--- src/rtl/status_report_pkg.sv ---
// Package for the status-reporting block: field layouts, codes and bus offsets
package status_report_pkg;

  // ---------------------------------------------------------------
  // Message status word bit positions
  // ---------------------------------------------------------------
  localparam int MSW_DONE      = 15;
  localparam int MSW_ACTIVE    = 14;
  localparam int MSW_BUS       = 13;
  localparam int MSW_ERROR     = 12;
  localparam int MSW_RTRT_RX   = 11;
  localparam int MSW_FORMAT    = 10;
  localparam int MSW_TIMEOUT   = 9;
  localparam int MSW_LOOPBACK  = 8;
  localparam int MSW_CIRC_RO   = 7;
  localparam int MSW_ILLEGAL   = 6;
  localparam int MSW_WCOUNT    = 5;
  localparam int MSW_SYNC      = 4;
  localparam int MSW_INVALID   = 3;
  localparam int MSW_RTRT_ERR  = 2;
  localparam int MSW_RTRT_CMD2 = 1;
  localparam int MSW_UNDEF_CMD = 0;

  // ---------------------------------------------------------------
  // Word monitor tag word bit positions
  // ---------------------------------------------------------------
  localparam int TAG_GAP_LSB   = 8;
  localparam int TAG_MARKER    = 7;
  localparam int TAG_CMD       = 6;
  localparam int TAG_BROADCAST_COMMAND_FLAG      = 5;
  localparam int TAG_ERR       = 4;
  localparam int TAG_SYNC      = 3;
  localparam int TAG_BUS       = 2;
  localparam int TAG_CONTIG    = 1;
  localparam int TAG_MODE      = 0;

  // ---------------------------------------------------------------
  // Queue status word layout
  // ---------------------------------------------------------------
  localparam int QSW_MSG_FLAG  = 0;
  localparam int QSW_EVT_LSB   = 1;
  localparam int QSW_MSG_EVTS  = 15;
  localparam int QSW_NMSG_EVTS = 4;
  localparam int QSW_RAM_PAR   = 0;  // Index within non-message events
  localparam logic [15:0] ZERO_PARAM = 16'h0000;

  // ---------------------------------------------------------------
  // Queue pointer layout
  // ---------------------------------------------------------------
  localparam int QP_LOC_W      = 6;
  localparam logic [15:0] QP_RESET = 16'h0000;

  // ---------------------------------------------------------------
  // Timing
  // ---------------------------------------------------------------
  localparam int CLK_PERIOD_PS  = 5000;
  localparam int GAP_LSB_PS     = 500000;   // 0.5 us per count
  localparam int GAP_LSB_CYC    = GAP_LSB_PS / CLK_PERIOD_PS;
  localparam logic [7:0] GAP_MAX = 8'hff;   // 127.5 us
  localparam int MIN_RESP_PS    = 4000000;  // 4 us least response
  localparam int MIN_RESP_CYC   = (MIN_RESP_PS + CLK_PERIOD_PS - 1) / CLK_PERIOD_PS;

  // ---------------------------------------------------------------
  // Register offsets on the plain register port
  // ---------------------------------------------------------------
  localparam logic [3:0] REG_MSG_STATUS = 4'h0;
  localparam logic [3:0] REG_TAG_WORD   = 4'h1;
  localparam logic [3:0] REG_QUEUE_PTR  = 4'h2;
  localparam logic [3:0] REG_CONFIG     = 4'h3;
  localparam logic [3:0] REG_QUEUE_STAT = 4'h4;
  localparam logic [3:0] REG_QUEUE_PARM = 4'h5;

  // Config register bits
  localparam int CFG_ROLL_VALID = 11;
  localparam int CFG_GAP_CHECK  = 8;
  localparam int CFG_TO_LSB     = 9;   // Two-bit timeout select 10:9
  localparam int CFG_MONITOR    = 0;   // 1 = message monitor mode
  localparam logic [15:0] CFG_RESET = 16'h0000;

  // Timeout intervals per select code, in microseconds
  localparam int TO_US_0 = 18;
  localparam int TO_US_1 = 22;
  localparam int TO_US_2 = 50;
  localparam int TO_US_3 = 130;
  localparam int US_CYC  = 1000000 / CLK_PERIOD_PS;

  // ---------------------------------------------------------------
  // Carriers
  // ---------------------------------------------------------------
  typedef struct packed {
    logic       start;        // Message begins
    logic       finish;       // Message ends
    logic       bus_b;        // Carried on second bus
    logic       rtrt;         // RT-to-RT transfer, this unit receives
    logic       format_err;
    logic       resp_seen;    // Transmitter response arrived this cycle
    logic       loop_invalid; // Looped word failed validity
    logic       loop_mismatch;// Last looped word differs
    logic       msg_valid;    // Monitor: message valid
    logic       buf_over;     // Circular buffer passed upper bound
    logic       illegal_cmd;
    logic       wcount_err;
    logic       sync_err;
    logic       invalid_word;
    logic       addr_mismatch;
    logic       resp_bad_status;
    logic       cmd2_err;
    logic       undef_cmd;
    logic       handshake_fail;
  } msg_event_type;

  typedef struct packed {
    logic       word_end;     // Word stored by the word monitor
    logic       word_start;   // Word sync seen
    logic       cmd_sync;
    logic       bus_b;
    logic       error;
    logic       rt_cmd_n;
    logic       broadcast_command_flag_n;
    logic       mode_n;
    logic       contiguous;
  } word_event_type;

  typedef struct packed {
    logic        valid;
    logic        is_msg;
    logic [14:0] msg_bits;    // Status bits 15..1
    logic [3:0]  nmsg_bits;   // Status bits 4..1
    logic [15:0] param;       // Failing address; message events use stat_ptr
  } irq_event_type;

  typedef struct packed {
    logic        we;
    logic [15:0] addr;
    logic [15:0] data;
  } ram_write_type;

endpackage

--- src/rtl/status_report.sv ---
// Status-reporting logic: message status word, word monitor tag, interrupt queue
//
// Summary of operation
// - Start flag on begin; done flag on completion.
// - Bus bit one for bus B.
// - Error flag with bits 10..8; monitor bit 10 only.
// - Bit 11 marks RT-to-RT receive or monitored.
// - Bit 10 on response protocol violation.
// - Bit 9 on late or absent transmitter, RT mode.
// - Bit 8 on loopback failure in RT mode.
// - Monitor bit 8 means valid message.
// - Bit 7 on buffer rollover, valid-only option.
// - Bit 6 on illegalized command, RT mode.
// - Bit 5 on wrong data word count.
// - Bit 4 on wrong sync type.
// - Bit 3 on any invalid response word.
// - Bit 2 on RT-to-RT address, gap, status fault.
// - Bit 1 on bad second command word.
// - Bit 0 on undefined command word.
// - Gap field 0.5 us steps, saturating.
// - Marker one; sync and bus bits.
// - Contiguous bit suppresses gap field.
// - Two-word queue entry, bit 0 message type.
// - Message events carry status word pointer.
// - Non-message events carry zero or address.
// - Status word written to RAM at completion, unless a queue write takes that cycle.
// - Pointer base fixed, low location advances.
//
// Our own choices: the strobed register port and the register addresses.
`timescale 1ns/10ps
module status_report
  import status_report_pkg::*;
#(
  parameter int ADDR_W = 4             // Register port address width
) (
  input  wire logic                              clock,      // 200 MHz clock
  input  wire logic                              reset,      // Sync reset, active high
  input  wire status_report_pkg::msg_event_type  msg_evt,    // Message events
  input  wire status_report_pkg::word_event_type word_evt,   // Word monitor events
  input  wire status_report_pkg::irq_event_type  irq_evt,    // Interrupt events
  input  wire logic [15:0]                       stat_ptr,   // Block status word address
  input  wire logic [ADDR_W-1:0]                 reg_addr,   // Register address
  input  wire logic [15:0]                       reg_wdata,  // Register write data
  input  wire logic                              reg_wr,     // Write strobe
  input  wire logic                              reg_rd,     // Read strobe
  output status_report_pkg::ram_write_type       ram_wr,     // Shared RAM write
  output logic [15:0]                            reg_rdata   // Read data, next cycle
);
  import status_report_pkg::*;

  // Map needs three address bits
  if (ADDR_W < 3) begin : g_addr_check
    $error("ADDR_W too small for register map");
  end

  // ---------------------------------------------------------------
  // Registers
  // ---------------------------------------------------------------
  logic [15:0]   msg_status_ff;    // Message status word being built
  logic [15:0]   tag_word_ff;      // Last word monitor tag word
  logic [15:0]   queue_ptr_ff;     // Queue pointer: base and location
  logic [15:0]   config_ff;        // Configuration bits
  logic [15:0]   queue_stat_ff;    // Last queue status word
  logic [15:0]   queue_parm_ff;    // Last queue parameter word
  logic [15:0]   resp_cnt_ff;      // Cycles since transfer start
  logic          resp_wait_ff;     // Waiting for transmitter response
  logic [15:0]   gap_cyc_ff;       // Cycle count within gap step
  logic [7:0]    gap_ff;           // Gap in 0.5 us steps
  logic          pend_parm_ff;     // Second queue word pending
  logic [15:0]   pend_val_ff;      // Parameter word held
  ram_write_type ram_wr_ff;        // Registered RAM write
  logic [15:0]   rdata_ff;         // Registered read data
  logic [15:0]   nxt_rdata;        // Read mux

  logic          monitor;          // Message monitor mode
  logic [15:0]   to_limit;         // Timeout in cycles
  logic          late;             // Response past timeout
  logic          early;            // Response before least gap

  assign monitor = config_ff[CFG_MONITOR];

  // Timeout selection from the two-bit config field
  always_comb begin
    case (config_ff[CFG_TO_LSB +: 2])
      2'h0:    to_limit = 16'(TO_US_0 * US_CYC);
      2'h1:    to_limit = 16'(TO_US_1 * US_CYC);
      2'h2:    to_limit = 16'(TO_US_2 * US_CYC);
      default: to_limit = 16'(TO_US_3 * US_CYC);
    endcase
  end

  // Window limits against the timer
  assign late  = resp_wait_ff && (resp_cnt_ff >= to_limit);
  assign early = config_ff[CFG_GAP_CHECK] && (resp_cnt_ff < 16'(MIN_RESP_CYC));

  // ---------------------------------------------------------------
  // Response timer for RT-to-RT transfers
  // ---------------------------------------------------------------
  // Counter saturates so that a silent transmitter never wraps to "early"
  always_ff @(posedge clock) begin
    if (reset || msg_evt.start) begin
      resp_cnt_ff <= 16'h0000;
    end else if (resp_cnt_ff != 16'hffff) begin
      resp_cnt_ff <= resp_cnt_ff + 16'h0001;
    end
  end

  always_ff @(posedge clock) begin
    if (reset) begin
      resp_wait_ff <= 1'b0;
    end else if (msg_evt.start) begin
      resp_wait_ff <= msg_evt.rtrt;
    end else if (msg_evt.resp_seen || msg_evt.finish) begin
      resp_wait_ff <= 1'b0;
    end
  end

  // ---------------------------------------------------------------
  // Message status word
  // ---------------------------------------------------------------
  // Error bits accumulate over the message; software may overwrite it
  always_ff @(posedge clock) begin
    if (reset) begin
      msg_status_ff <= 16'h0000;
    end else if (msg_evt.start) begin
      msg_status_ff                <= 16'h0000;
      msg_status_ff[MSW_ACTIVE]    <= 1'b1;
      msg_status_ff[MSW_BUS]       <= msg_evt.bus_b;
      msg_status_ff[MSW_RTRT_RX]   <= msg_evt.rtrt;
    end else begin
      // Events below override a host write
      if (reg_wr && reg_addr == ADDR_W'(REG_MSG_STATUS)) begin
        msg_status_ff <= reg_wdata;
      end
      if (msg_evt.finish) begin
        msg_status_ff[MSW_ACTIVE] <= 1'b0;
        msg_status_ff[MSW_DONE]   <= 1'b1;
        if (monitor) begin
          msg_status_ff[MSW_LOOPBACK] <= msg_evt.msg_valid;
        end
      end
      if (msg_evt.format_err) begin
        msg_status_ff[MSW_FORMAT] <= 1'b1;
        msg_status_ff[MSW_ERROR]  <= 1'b1;
      end
      if (late && !monitor) begin
        msg_status_ff[MSW_TIMEOUT] <= 1'b1;
        msg_status_ff[MSW_ERROR]   <= 1'b1;
      end
      if (!monitor && (msg_evt.loop_invalid || msg_evt.loop_mismatch)) begin
        msg_status_ff[MSW_LOOPBACK] <= 1'b1;
        msg_status_ff[MSW_ERROR]    <= 1'b1;
      end
      if (msg_evt.handshake_fail) begin
        msg_status_ff[MSW_ERROR] <= 1'b1;
      end
      if (msg_evt.buf_over && (!config_ff[CFG_ROLL_VALID] || msg_evt.msg_valid)) begin
        msg_status_ff[MSW_CIRC_RO] <= 1'b1;
      end
      if (msg_evt.illegal_cmd && !monitor) begin
        msg_status_ff[MSW_ILLEGAL] <= 1'b1;
      end
      if (msg_evt.wcount_err) begin
        msg_status_ff[MSW_WCOUNT] <= 1'b1;
      end
      if (msg_evt.sync_err) begin
        msg_status_ff[MSW_SYNC] <= 1'b1;
      end
      if (msg_evt.invalid_word) begin
        msg_status_ff[MSW_INVALID] <= 1'b1;
      end
      if (msg_evt.rtrt && (msg_evt.addr_mismatch || msg_evt.resp_bad_status
          || (msg_evt.resp_seen && resp_wait_ff && early))) begin
        msg_status_ff[MSW_RTRT_ERR] <= 1'b1;
      end
      if (msg_evt.cmd2_err) begin
        msg_status_ff[MSW_RTRT_CMD2] <= 1'b1;
      end
      if (msg_evt.undef_cmd) begin
        msg_status_ff[MSW_UNDEF_CMD] <= 1'b1;
      end
    end
  end

  // ---------------------------------------------------------------
  // Word monitor gap timer
  // ---------------------------------------------------------------
  // Counts from the end of one word to the start of the next
  always_ff @(posedge clock) begin
    if (reset || word_evt.word_end) begin
      gap_cyc_ff <= 16'h0000;
      gap_ff     <= 8'h00;
    end else if (gap_cyc_ff == 16'(GAP_LSB_CYC - 1)) begin
      gap_cyc_ff <= 16'h0000;
      if (gap_ff != GAP_MAX) begin
        gap_ff <= gap_ff + 8'h01;
      end
    end else begin
      gap_cyc_ff <= gap_cyc_ff + 16'h0001;
    end
  end

  // ---------------------------------------------------------------
  // Word monitor tag word
  // ---------------------------------------------------------------
  logic [7:0] gap_hold_ff;    // Gap captured at word start
  // Frozen at sync, not at store
  always_ff @(posedge clock) begin
    if (reset) begin
      gap_hold_ff <= 8'h00;
    end else if (word_evt.word_start) begin
      gap_hold_ff <= gap_ff;
    end
  end

  // Loads when the word is stored
  always_ff @(posedge clock) begin
    if (reset) begin
      tag_word_ff <= 16'h0000;
    end else if (word_evt.word_end) begin
      tag_word_ff[TAG_GAP_LSB +: 8] <= word_evt.contiguous ? 8'h00 : gap_hold_ff;
      tag_word_ff[TAG_MARKER]       <= 1'b1;
      tag_word_ff[TAG_CMD]          <= word_evt.rt_cmd_n;
      tag_word_ff[TAG_BROADCAST_COMMAND_FLAG]         <= word_evt.broadcast_command_flag_n;
      tag_word_ff[TAG_ERR]          <= word_evt.error;
      tag_word_ff[TAG_SYNC]         <= word_evt.cmd_sync;
      tag_word_ff[TAG_BUS]          <= word_evt.bus_b;
      tag_word_ff[TAG_CONTIG]       <= word_evt.contiguous;
      tag_word_ff[TAG_MODE]         <= word_evt.mode_n;
    end
  end

  // ---------------------------------------------------------------
  // Interrupt queue pointer
  // ---------------------------------------------------------------
  logic q_write;   // A queue word goes to RAM this cycle
  assign q_write = irq_evt.valid || pend_parm_ff;

  // Queue advance beats a host write
  always_ff @(posedge clock) begin
    if (reset) begin
      queue_ptr_ff <= QP_RESET;
    end else if (q_write) begin
      // Low location wraps on its own width; base bits untouched
      queue_ptr_ff[QP_LOC_W-1:0] <= queue_ptr_ff[QP_LOC_W-1:0] + 6'h01;
    end else if (reg_wr && reg_addr == ADDR_W'(REG_QUEUE_PTR)) begin
      queue_ptr_ff <= reg_wdata;
    end
  end

  // ---------------------------------------------------------------
  // Interrupt queue entry builder
  // ---------------------------------------------------------------
  // An event arriving while the parameter word is still pending is lost;
  // the source must space events at least two cycles apart.
  always_ff @(posedge clock) begin
    if (reset) begin
      pend_parm_ff  <= 1'b0;
      pend_val_ff   <= 16'h0000;
      queue_stat_ff <= 16'h0000;
      queue_parm_ff <= 16'h0000;
    end else if (pend_parm_ff) begin
      pend_parm_ff  <= 1'b0;
      queue_parm_ff <= pend_val_ff;
    end else if (irq_evt.valid) begin
      pend_parm_ff <= 1'b1;
      if (irq_evt.is_msg) begin
        queue_stat_ff <= {irq_evt.msg_bits, 1'b1};
        pend_val_ff   <= stat_ptr;
      end else begin
        queue_stat_ff <= {11'h000, irq_evt.nmsg_bits, 1'b0};
        pend_val_ff   <= irq_evt.nmsg_bits[QSW_RAM_PAR] ? irq_evt.param
                                                        : ZERO_PARAM;
      end
    end
  end

  // ---------------------------------------------------------------
  // Shared RAM write port
  // ---------------------------------------------------------------
  // Queue writes take priority; a finishing message writes its status
  always_ff @(posedge clock) begin
    if (reset) begin
      ram_wr_ff <= '0;
    end else if (pend_parm_ff) begin
      ram_wr_ff <= '{we: 1'b1, addr: queue_ptr_ff, data: pend_val_ff};
    end else if (irq_evt.valid) begin
      ram_wr_ff.we   <= 1'b1;
      ram_wr_ff.addr <= queue_ptr_ff;
      ram_wr_ff.data <= irq_evt.is_msg ? {irq_evt.msg_bits, 1'b1}
                                       : {11'h000, irq_evt.nmsg_bits, 1'b0};
    end else if (msg_evt.finish) begin
      ram_wr_ff.we   <= 1'b1;
      ram_wr_ff.addr <= stat_ptr;
      ram_wr_ff.data <= msg_status_ff;
    end else begin
      ram_wr_ff.we <= 1'b0;
    end
  end

  // ---------------------------------------------------------------
  // Configuration register
  // ---------------------------------------------------------------
  // Written by the host alone
  always_ff @(posedge clock) begin
    if (reset) begin
      config_ff <= CFG_RESET;
    end else if (reg_wr && reg_addr == ADDR_W'(REG_CONFIG)) begin
      config_ff <= reg_wdata;
    end
  end

  // ---------------------------------------------------------------
  // Register read port
  // ---------------------------------------------------------------
  // Decoded on the full address width
  always_comb begin
    case (reg_addr)
      ADDR_W'(REG_MSG_STATUS): nxt_rdata = msg_status_ff;
      ADDR_W'(REG_TAG_WORD):   nxt_rdata = tag_word_ff;
      ADDR_W'(REG_QUEUE_PTR):  nxt_rdata = queue_ptr_ff;
      ADDR_W'(REG_CONFIG):     nxt_rdata = config_ff;
      ADDR_W'(REG_QUEUE_STAT): nxt_rdata = queue_stat_ff;
      ADDR_W'(REG_QUEUE_PARM): nxt_rdata = queue_parm_ff;
      default:                 nxt_rdata = 16'h0000;  // Unmapped reads zero
    endcase
  end

  // Zero outside the one-cycle slot
  always_ff @(posedge clock) begin
    if (reset) begin
      rdata_ff <= 16'h0000;
    end else if (reg_rd) begin
      rdata_ff <= nxt_rdata;
    end else begin
      rdata_ff <= 16'h0000;
    end
  end

  assign ram_wr    = ram_wr_ff;
  assign reg_rdata = rdata_ff;

endmodule // status_report

--- config.mk ---
export PLATFORM = sky130hd
export DESIGN_NAME = status_report
export DESIGN_NICKNAME = d
export VERILOG_FILES = /design/src/rtl/status_report_pkg.sv /design/src/rtl/status_report.sv
export SDC_FILE = /design/constraint.sdc
export NUM_CORES = 1
export LEC_CHECK = 0
export ABC_AREA = 1
export BUFFER_PORTS_ARGS = -buffer_cell sky130_fd_sc_hd__buf_2
export CAP_MARGIN = 20
export CORE_MARGIN = 1.5
export CORE_UTILIZATION = 55
export DETAILED_ROUTE_END_ITERATION = 12
export GPL_ROUTABILITY_DRIVEN = 0
export PLACE_DENSITY_LB_ADDON = 0.15
export RECOVER_POWER = 25
export SKIP_CTS_REPAIR_TIMING = 1
export SYNTH_ARGS = -nofsm -noshare
export SYNTH_HDL_FRONTEND = slang
export SYNTH_SLANG_ARGS = --single-unit
--- constraint.sdc ---
create_clock -name clock -period 2 [get_ports clock]
set_clock_uncertainty 0.05 [all_clocks]
set_input_delay 0.4 -clock clock [delete_from_list [all_inputs] [get_ports clock]]
set_output_delay 0.4 -clock clock [all_outputs]
set_load 0.005 [all_outputs]
# --- Yosys cells after proc, flatten, opt, wreduce, memory -nomap -nowiden ---
# Index checks and enable logic that the tools add are counted.
op_classes:
  add_sub_neg: 4
  magnitude_cmp: 2
  n_eq_ne: 10
  n_mux: 35
  bitwise: 3
  reduce_logical: 48
op_table:
  columns: ["operator", "n"]
  rows:
  - ["$pmux 16 s6", 1]
  - ["$mux 33", 2]
  - ["$mux 16", 4]
  - ["$pmux 15 s3", 1]
  - ["$add 16x1->16 const B", 2]
  - ["$mux 32", 1]
  - ["$reduce_bool 2->1", 14]
  - ["$mux 1", 21]
  - ["$eq 16x7->1 const B", 1]
  - ["$ge 16x16->1", 1]
  - ["$lt 16x10->1 const B", 1]
  - ["$ne 16x16->1 const B", 1]
  - ["$mux 15", 1]
  - ["$logic_and 1x1->1", 12]
  - ["$mux 6", 2]
  - ["$add 8x1->8 const B", 1]
  - ["$eq 4x2->1 const B", 2]
  - ["$eq 4x3->1 const B", 2]
  - ["$logic_or 1x1->1", 8]
  - ["$mux 8", 1]
  - ["$ne 8x8->1 const B", 1]
  - ["$reduce_or 2->1", 4]
  - ["$add 6x1->6 const B", 1]
  - ["$reduce_and 2->1", 3]
  - ["other kinds (10)", 14]
word_totals:
  regBits: 211
  out_inout_bits: 49

# --- Logic depth before layout (Yosys ltp) ---
# Gate-level depths: netlist of the first run.
depth:
  depth_word: 9
  ltp_mapped: 12
  depth_no_buf: 12

# --- Worst setup path after synthesis of the first run ---
# Ideal clock, no wire load.
synth_path:
  path_type: "register to register"
  startpoint: "reg gap_cyc_ff[0]"
  endpoint: "reg gap_cyc_ff[12]"
  setup_time_ns: 0.117
  arrival_time_ns: 1.381
  required_ns: 1.833
  setup_slack_ns: 0.452
  stages_incl_launch_ff: 9
  n_path_buf: 0
  period_less_slack_ns: 1.548
  path_cell_list: "dfxtp_1 > ha_1 > nand3_1 > inv_1 > nand2_1 > nor2_1 > nand3_1 > o21ai_0 > nor2_1"
synth_between:
  elab_chain_len: 2
synth_lines:
  columns: ["item", "line_no", "source"]
  rows:
  - ["start, declared", "status_report.sv:67", "logic [15:0] gap_cyc_ff;"]
  - ["start signal, assigned", "status_report.sv:199", "gap_cyc_ff <= gap_cyc_ff + 16'h0001;"]
  - ["branches (longest 2 deep; another with $add 16x1->16)", null, null]
# Several ways; the timed one is not identified.
# A chain may end at the register's enable or synchronous reset.

==> flow_summary.yaml, run 1 <==
route:
  firstDrtPassIters: 6
  drtIter0Drc: 787
  ant_nets: 0
  drc: 0
  viasPerCell: 5.63
  wl_um: 29700
  wl_per_cell_um: 16.9
  num_vias: 9884
worst_setup_path:
  end_kind: "register"
  cp.required_ps: 2380
  arrival_ps: 2130
  max_stage_delay_ps: 960
  critical_path.max_fanout: 34
  reg2reg_slack_ps: 260
  path_class: "primary input to register"
  reg2reg_from: "gap_cyc_ff[1]$_SDFF_PP0_"
  cp-startpoint: "reset"
  r2r_end: "gap_cyc_ff[12]$_SDFF_PP0_"
  rr_worst_depth: 8
  critPathSlowestCell: "clkbuf_1"
  cp-start-kind: "primary input"
  path_cells: "buf_2 -> clkinv_1 -> clkbuf_1 -> o21ai_0 -> a31oi_1"
global_route:
  grt_max_degree: 58
  grt_usage_pct: 32.3
  grt_pass1_vias: 8985
  antenna_found_initial: 1
  grt.overflow.total: 0
  grt_pass1_wl_um: 46600
outcome:
  outcome: "finished, final reports clean"
sta:
  max_slew_margin_pct: 12.4
  hold_violations: 0
  fin_crit_sh_pct: 87.2
  period_needed_ps: 1740
  finalMaxSlewViolations: 0
  worst_pin_slew_ps: 1310
  setup_viol: 0
  fin_ws_ps: 255
  rsz0062_at_grt: "no"
  maxClockFrequency_mhz: 573
  fin_tns_setup_ps: 0
clocking:
  clkLatencyLatePin_ps: 510
  cts_inserted_buffers: 23
  clock_sinks: 211
  cts_tree: "yes"
  cts_root_buf: "clkbuf_16"
  htree_levels: 1
  clkSlewWorstSetupHoldPaths_ps: 60
  cts_buffer_depth: 3
min_path:
  min_from: "word_evt[2]"
  worstHoldEndpoint: "tag_word_ff[5]$_SDFFE_PP0P_"
  hold_class: "primary input to register"
  hold_depth: 3
synth:
  ys_top_cells_by_count: "nand2_1 (309), dfxtp_1 (211), inv_1 (137)"
  synth_cells: 1374
  synth_xor_area_share_pct: 0.729
  yosysSeqAreaShare_pct: 44.0
  yosysMostFrequentCell: "nand2_1"
  yosysWarnings: 0
  synth_area_leaders: "dfxtp_1 (44%), nand2_1 (12%), nand3_1 (6.7%)"
  ys_ff_latch: 211
  synth_cell_types: 41
  post_synth.cell_area_avg_sq_um: 6.99
  synth_top_family_by_area: "simple AND/OR/NAND/NOR gates"
  synth-edff-count: 0
  synth-main-ff-cell: "dfxtp_1"
  yosys-mux-area-fraction_pct: 0
  yosys.area_share.simple_pct: 27.3
  yosys.area_share.adder_pct: 1.82
  synth.net_count: 1493
  yosys.area.top_type_share_pct: 44.0
  syn_area_sq_um: 9610
  synth_compound_area_share_pct: 17.3
  synthArstFlopShare_pct: 0
  yosysTopAreaCell: "dfxtp_1"
cells_and_area:
  fillCellCount: 1581
  final_cell_area_sq_um: 11300
  syn_to_final_growth_pct: 18.0
  finalCoreUtilization_pct: 66.0
  drive_above_1_share_pct: 15.0
  final_nets: 1635
place:
  post-place-ws_ps: 147
  portBuffers: 153
  placed_area_sq_um: 10600
  dp_hpwl_um: 22000
floorplanning:
  pin_count: 154
  core_area_sq_um: 17200
  fp.dieW_um: 135
  die_h_um: 135
  initial_core_util_pct: 55.9
  row_count: 48
  fp.dieArea_sq_um: 18300
pwr:
  ir_drop_mv: 0.829
  power_density_nw_per_um2: 825
  leakagePower_nw: 4.94
flow_run:
  maxCapViolations: 0
-- state kept, by name, indices dropped and copies added (netlist names) --
signal	cells
gap_cyc_ff	16
config_ff	16
msg_status_ff	16
reg_rdata	16
queue_stat_ff	16
resp_cnt_ff	16
queue_parm_ff	16
pend_val_ff	16
ram_wr	33
resp_wait_ff	1
gap_hold_ff	8
tag_word_ff	16
pend_parm_ff	1
queue_ptr_ff	16
gap_ff	8
-- layout by cell type, fill, tap and decap left out, drive strengths merged, types with 26 or more instances in the layout --
master	synthesis	layout
a21oi	119	119
a31oi	45	45
buf	35	179
clkbuf	34	41
dfxtp	211	211
inv	142	142
nand2	311	311
nand3	131	131
nor2	126	126
nor3	26	26
o21ai	124	124
-- cells by family after synthesis --
family	count (synthesis)
xor+xnor	8
compound gates	310
fa+ha+maj	14
simple gates	617
buf+inv	214
flops	211
-- where the power goes --
group	switching (mW)	leakage, nW	total, mW	internal [mW]
Clock	1.67	0.357	4.09	2.42
Sequential	0.0980	1.72	4.45	4.35
Combinational	0.527	2.87	0.822	0.295
-- layout make-up --
type / instances / area, sq um / area share, %
diodes: 1 / 2.50 / 0.0221
clock buffers: 34 / 667 / 5.88
clock inverters: 5 / 53.8 / 0.474
inverters: 145 / 549 / 4.84
multi-input cells: 949 / 4520 / 39.9
flip-flops and latches: 211 / 4220 / 37.2
well taps: 225 / 282 / 2.48
repair buffers: 186 / 1040 / 9.19
-- worst max-delay path, delay by kind of cell --
kind / cells / cell delay, ps
buffers and inverters: 3 / 1240
AOI/OAI and AO/OA: 2 / 470
-- per-layer routing --
metal,global-route usage (%),wire length [um],part of all wire (%)
met5,0,10,0.034
met2,51.1,13200,45
met4,16.8,1560,5.3
met1,43.3,12300,42
met3,4.34,2510,8.4
-- metrics by stage --
step	hold WS, ps	instances	total power, mW
final	60.0	1756	9.36
after global routing	75.3	1755	9.68
after CTS	51.0	1755	9.40
after detailed placement	393	1716	5.35
after global placement	388	1716	5.33
after floorplan	375	1374	4.96
-- worst max path at each step --
stage | slack [ps] | cells past startpoint | end
6_report | 260 | 5 | ram_wr[11]$_SDFFE_PP0P_
5_1_grt | 30 | 8 | gap_cyc_ff[12]$_SDFF_PP0_
4_1_cts | 250 | 12 | msg_status_ff[9]$_SDFFE_PP0P_
3_5_place_dp | 150 | 8 | msg_status_ff[12]$_SDFFE_PP0P_
3_3_place_gp | 180 | 8 | msg_status_ff[12]$_SDFFE_PP0P_
2_1_floorplan | 450 | 8 | gap_cyc_ff[12]$_SDFF_PP0_
Power figures use the tool's default switching activity.
==> run 2, diff against run 1 <==
--- a/config.mk
+++ b/config.mk
@@ -8,6 +8,7 @@
 export ABC_AREA = 1
 export BUFFER_PORTS_ARGS = -buffer_cell sky130_fd_sc_hd__buf_2
 export CAP_MARGIN = 20
+export CORE_ASPECT_RATIO = 1.4
 export CORE_MARGIN = 1.5
 export CORE_UTILIZATION = 55
 export DETAILED_ROUTE_END_ITERATION = 12
==> constraint.sdc (replaced) <==
create_clock -name clock -period 1.95 [get_ports clock]
set_clock_uncertainty 0.05 [all_clocks]
set_input_delay 0.39 -clock clock [delete_from_list [all_inputs] [get_ports clock]]
set_output_delay 0.39 -clock clock [all_outputs]
set_load 0.005 [all_outputs]
==> run 2 against run 1 <==
First-iteration DRC count rose by 12%. Via count is 2.9% lower. Clock power increased by 7.1%. Design area increased by 0.62%. Flip-flop and latch count is the same. Power increased by 4.3%. Clock-buffer cell count rose by 2. Routed wire length down 6.8%. Critical path depth is the same. Critical path type unchanged. Critical endpoint is now tag_word_ff[5]$_SDFFE_PP0P_. Largest cell class unchanged.
==> flow_summary.yaml, run 2 (synthesis results as in run 1) <==
clocking:
  cts_inserted_buffers: 22
  clkSlewWorstSetupHoldPaths_ps: 60
  cts_buffer_depth: 3
  cts_root_buf: "clkbuf_16"
  cts_tree: "yes"
  htree_levels: 1
  clock_sinks: 211
  clkLatencyLatePin_ps: 510
pwr:
  power_density_nw_per_um2: 856
  leakagePower_nw: 4.98
  ir_drop_mv: 0.646
place:
  place_inst: 1730
  dp_hpwl_um: 20600
  portBuffers: 153
floorplanning:
  pin_count: 154
  fp.dieW_um: 115
  fp.dieArea_sq_um: 18300
  core_area_sq_um: 17300
  row_count: 57
  die_h_um: 159
  initial_core_util_pct: 55.7
sta:
  maxClockFrequency_mhz: 550
  setup_viol: 0
  finalMaxSlewViolations: 0
  fin_crit_sh_pct: 93.3
  rsz0062_at_grt: "no"
  period_needed_ps: 1820
  max_slew_margin_pct: 41.0
  hold_violations: 0
  worst_pin_slew_ps: 884
  fin_tns_setup_ps: 0
worst_setup_path:
  cp.required_ps: 2320
  end_kind: "register"
  critical_path.max_fanout: 23
  arrival_ps: 2190
  path_class: "primary input to register"
  cp-start-kind: "primary input"
route:
  ant_nets: 0
  num_vias: 9601
  firstDrtPassIters: 5
  wl_um: 27600
  viasPerCell: 5.42
  drc: 0
  drtIter0Drc: 878
  wl_per_cell_um: 15.6
cells_and_area:
  finalNonFillerCells: 1770
  largest_reg_flops: 33
  syn_to_final_growth_pct: 18.8
  final_cell_mix: "nand2_1 (309), dfxtp_1 (211), buf_2 (151)"
  fillCellCount: 1583
  drive_above_1_share_pct: 15.6
  final_nets: 1637
  n_antenna_cell: 0
  final_common_cell: "nand2_1"
min_path:
  hold_class: "primary input to register"
global_route:
  grt_pass1_vias: 8929
  grt.overflow.total: 0
  grt_pass1_wl_um: 44500
  grt_usage_pct: 30.0
  antenna_found_initial: 1
  grt_max_degree: 61
flow_run:
  maxCapViolations: 0
outcome:
  outcome: "finished, final reports clean"
## run 2: cell types whose count changed in the layout (fill, tap and decap cells not counted), moves of 2 or more
cell and delta:
buf_4 +6, clkbuf_1 -4, buf_12 -2, clkbuf_2 +3, clkinv_2 -2, clkbuf_8 +2
## run 2: layout make-up
| cell class | instances | area, sq um | area share, % |
|---|---|---|---|
| clock buffers | 36 | 694 | 6.08 |
| clock inverters | 4 | 72.6 | 0.636 |
| inverters | 145 | 549 | 4.81 |
| multi-input cells | 949 | 4530 | 39.7 |
| flip-flops and latches | 211 | 4220 | 37.0 |
| well taps | 236 | 295 | 2.59 |
| repair buffers | 189 | 1050 | 9.18 |
## run 2: power by group
| part | switching [mW] | leakage (nW) | total (mW) | internal (mW) |
|---|---|---|---|---|
| registers | 0.0947 | 1.72 | 4.56 | 4.46 |
| clock network | 1.68 | 0.373 | 4.38 | 2.69 |
| logic | 0.529 | 2.89 | 0.831 | 0.303 |
## run 2: final timing paths
kind | slack, ps | cells past startpoint | from | end
hold / removal | 60 | 3 | msg_evt[14] | msg_status_ff[10]$_SDFFE_PP0P_
hold reg to reg | 410 | 2 | config_ff[5]$_SDFFE_PP0P_ | config_ff[5]$_SDFFE_PP0P_
setup / recovery | 130 | 5 | reset | tag_word_ff[5]$_SDFFE_PP0P_
setup reg to reg | 230 | 7 | pend_parm_ff$_SDFF_PP0_ | pend_val_ff[6]$_SDFFE_PP0P_
## run 2: layer usage
metal	share of wire, %	global-route usage, %	vias to the layer above
met2	49	53.1	339
met5	0.043	0	-
met1	42	38.3	4382
met4	2.4	8.36	2
li1	-	-	4829
met3	5.9	3.65	49
## run 2: worst max-delay path: stages
cell and delay [ps]:
clkbuf_2 250, inv_1 460, clkbuf_1 670, o21ai_0 250
nor2_1 160
## run 2: metrics by stage
| stage | setup slack [ps] | hold WS, ps | util [%] | cell area [sq um] | power [mW] |
|---|---|---|---|---|---|
| floorplan | 402 | 375 | - | 9610 | 5.09 |
| global placement | 278 | 385 | 61.8 | 10700 | 5.46 |
| detailed placement | 211 | 392 | 61.8 | 10700 | 5.47 |
| CTS | 216 | 63.0 | 66.2 | 11400 | 9.79 |
| global route | 37.8 | 91.7 | 66.1 | 11400 | 10.1 |
| finish | 131 | 62.9 | 66.1 | 11400 | 9.77 |
==> run 3, diff against run 2 <==
--- a/config.mk
+++ b/config.mk
@@ -8,9 +8,11 @@
 export ABC_AREA = 1
 export BUFFER_PORTS_ARGS = -buffer_cell sky130_fd_sc_hd__buf_2
 export CAP_MARGIN = 20
+export CELL_PAD_IN_SITES_DETAIL_PLACEMENT = 0
+export CELL_PAD_IN_SITES_GLOBAL_PLACEMENT = 2
 export CORE_ASPECT_RATIO = 1.4
 export CORE_MARGIN = 1.5
-export CORE_UTILIZATION = 55
+export CORE_UTILIZATION = 31
 export DETAILED_ROUTE_END_ITERATION = 12
 export GPL_ROUTABILITY_DRIVEN = 0
 export PLACE_DENSITY_LB_ADDON = 0.15
==> run 3 against run 2 <==
Design area rose by 3.6%. Die area rose by 75%. Utilization fell by 28 points. Combinational power rose by 4.6%. Critical path depth did not move. Clock-buffer cell count fell by 6.
==> flow_summary.yaml, run 3 (synthesis results as in run 1) <==
floorplanning:
  core_area_sq_um: 30600
  row_count: 76
  die_h_um: 211
  fp.dieArea_sq_um: 32100
  pin_count: 154
  fp.dieW_um: 152
  initial_core_util_pct: 31.4
route:
  ant_nets: 0
  num_vias: 9357
  firstDrtPassIters: 5
  viasPerCell: 4.82
  drc: 0
  drtIter0Drc: 363
  wl_per_cell_um: 17.0
  wl_um: 33100
pwr:
  ir_drop_mv: 0.400
  leakagePower_nw: 5.10
  p_int_mw: 7.79
  p_comb_share_pct: 8.4
  power_density_nw_per_um2: 877
  switchingPower_mw: 2.58
  clkPwrFrac_pct: 47.7
  switching_share_pct: 24.9
  seqPwrFrac_pct: 43.9
sta:
  setup_viol: 0
  period_needed_ps: 1830
  finalMaxSlewViolations: 0
  max_slew_margin_pct: 10.7
  maxClockFrequency_mhz: 547
  fin_crit_sh_pct: 93.7
  worst_pin_slew_ps: 1340
  rsz0062_at_grt: "no"
  hold_violations: 0
  fin_tns_setup_ps: 0
place:
  place_inst: 1898
  dp_hpwl_um: 25600
  portBuffers: 153
global_route:
  grt_busiest_layer: "met2"
  grt_max_degree: 59
  antenna_found_initial: 0
  grt_pass1_vias: 8993
  grtUsageMet2_pct: 37.0
  grt.overflow.total: 0
  grt_usage_pct: 20.3
  grt_pass1_wl_um: 51100
  met1_usage_pct: 24.9
  met3_usage_pct: 2.89
cells_and_area:
  final_cell_mix: "nand2_1 (309), dfxtp_1 (211), buf_2 (150)"
  finalNonFillerCells: 1942
  largest_reg_flops: 33
  drive_above_1_share_pct: 16.2
  final_nets: 1653
  final_common_cell: "nand2_1"
  syn_to_final_growth_pct: 23.1
  n_antenna_cell: 0
worst_setup_path:
  cp-start-kind: "primary input"
  cp.required_ps: 2350
  cp-startpoint: "msg_evt[17]"
  path_class: "primary input to register"
  reg2reg_slack_ps: 270
  reg2reg_from: "pend_parm_ff$_SDFF_PP0_"
  arrival_ps: 2230
  critical_path.max_fanout: 32
  end_kind: "register"
clocking:
  cts_inserted_buffers: 24
  cts_root_buf: "clkbuf_16"
  clkLatencyLatePin_ps: 530
  clkSlewWorstSetupHoldPaths_ps: 60
  htree_levels: 1
  cts_buffer_depth: 3
  clock_sinks: 211
  cts_tree: "yes"
min_path:
  hold_class: "primary input to register"
  min_from: "word_evt[6]"
outcome:
  outcome: "finished, final reports clean"
flow_run:
  maxCapViolations: 0
## run 3: cell type report
| cell class | count | area, sq um |
|---|---|---|
| clock inverters | 14 | 179 |
| multi-input cells | 949 | 4530 |
| repair buffers | 203 | 1170 |
| clock buffers | 30 | 684 |
| fillers | 3381 | 18800 |
| inverters | 145 | 549 |
| flip-flops and latches | 211 | 4220 |
| well taps | 390 | 488 |
## run 3: worst max-delay path, cell delays in order
cell            delay (ps)
clkbuf_1               130
inv_1                  100
dlymetal6s2s_1        1000
o21ai_0                350
a31oi_1                250
## run 3: metrics by stage
stage               setup slack (ps)  total power [mW]  utilization [%]  hold slack (ps)  area, sq um
floorplan                        402              5.09                -              375         9610
CTS                              247              10.6             38.8             7.64        11900
detailed placement               190              5.55             36.0              399        11000
global placement                 225              5.54             36.0              393        11000
global route                    35.7              10.8             38.6             26.2        11800
finish                           123              10.4             38.6             30.8        11800
## run 3: worst paths after layout
path / end / cells past startpoint
max reg2reg: ram_wr[20]$_SDFFE_PP0P_ / 9
max: ram_wr[1]$_SDFFE_PP0P_ / 5
min reg2reg: config_ff[7]$_SDFFE_PP0P_ / 2
min: tag_word_ff[3]$_SDFFE_PP0P_ / 3
## run 3: power groups by stage
stage	Combinational, mW	Clock [mW]	Sequential [mW]
floorplan	0.466	0	4.63
global placement	0.885	0	4.66
detailed placement	0.890	0	4.66
CTS	0.893	5.10	4.56
global route	0.973	5.27	4.57
finish	0.869	4.95	4.56
## run 3: layer usage
| layer | part of all wire [%] | wire [um] | vias up |
|---|---|---|---|
| met3 | 4.0 | 1330 | 37 |
| met1 | 44 | 14500 | 4286 |
| li1 | - | - | 4867 |
| met4 | 1.8 | 594 | 0 |
| met2 | 50 | 16700 | 167 |
| met5 | 0 | 0 | - |
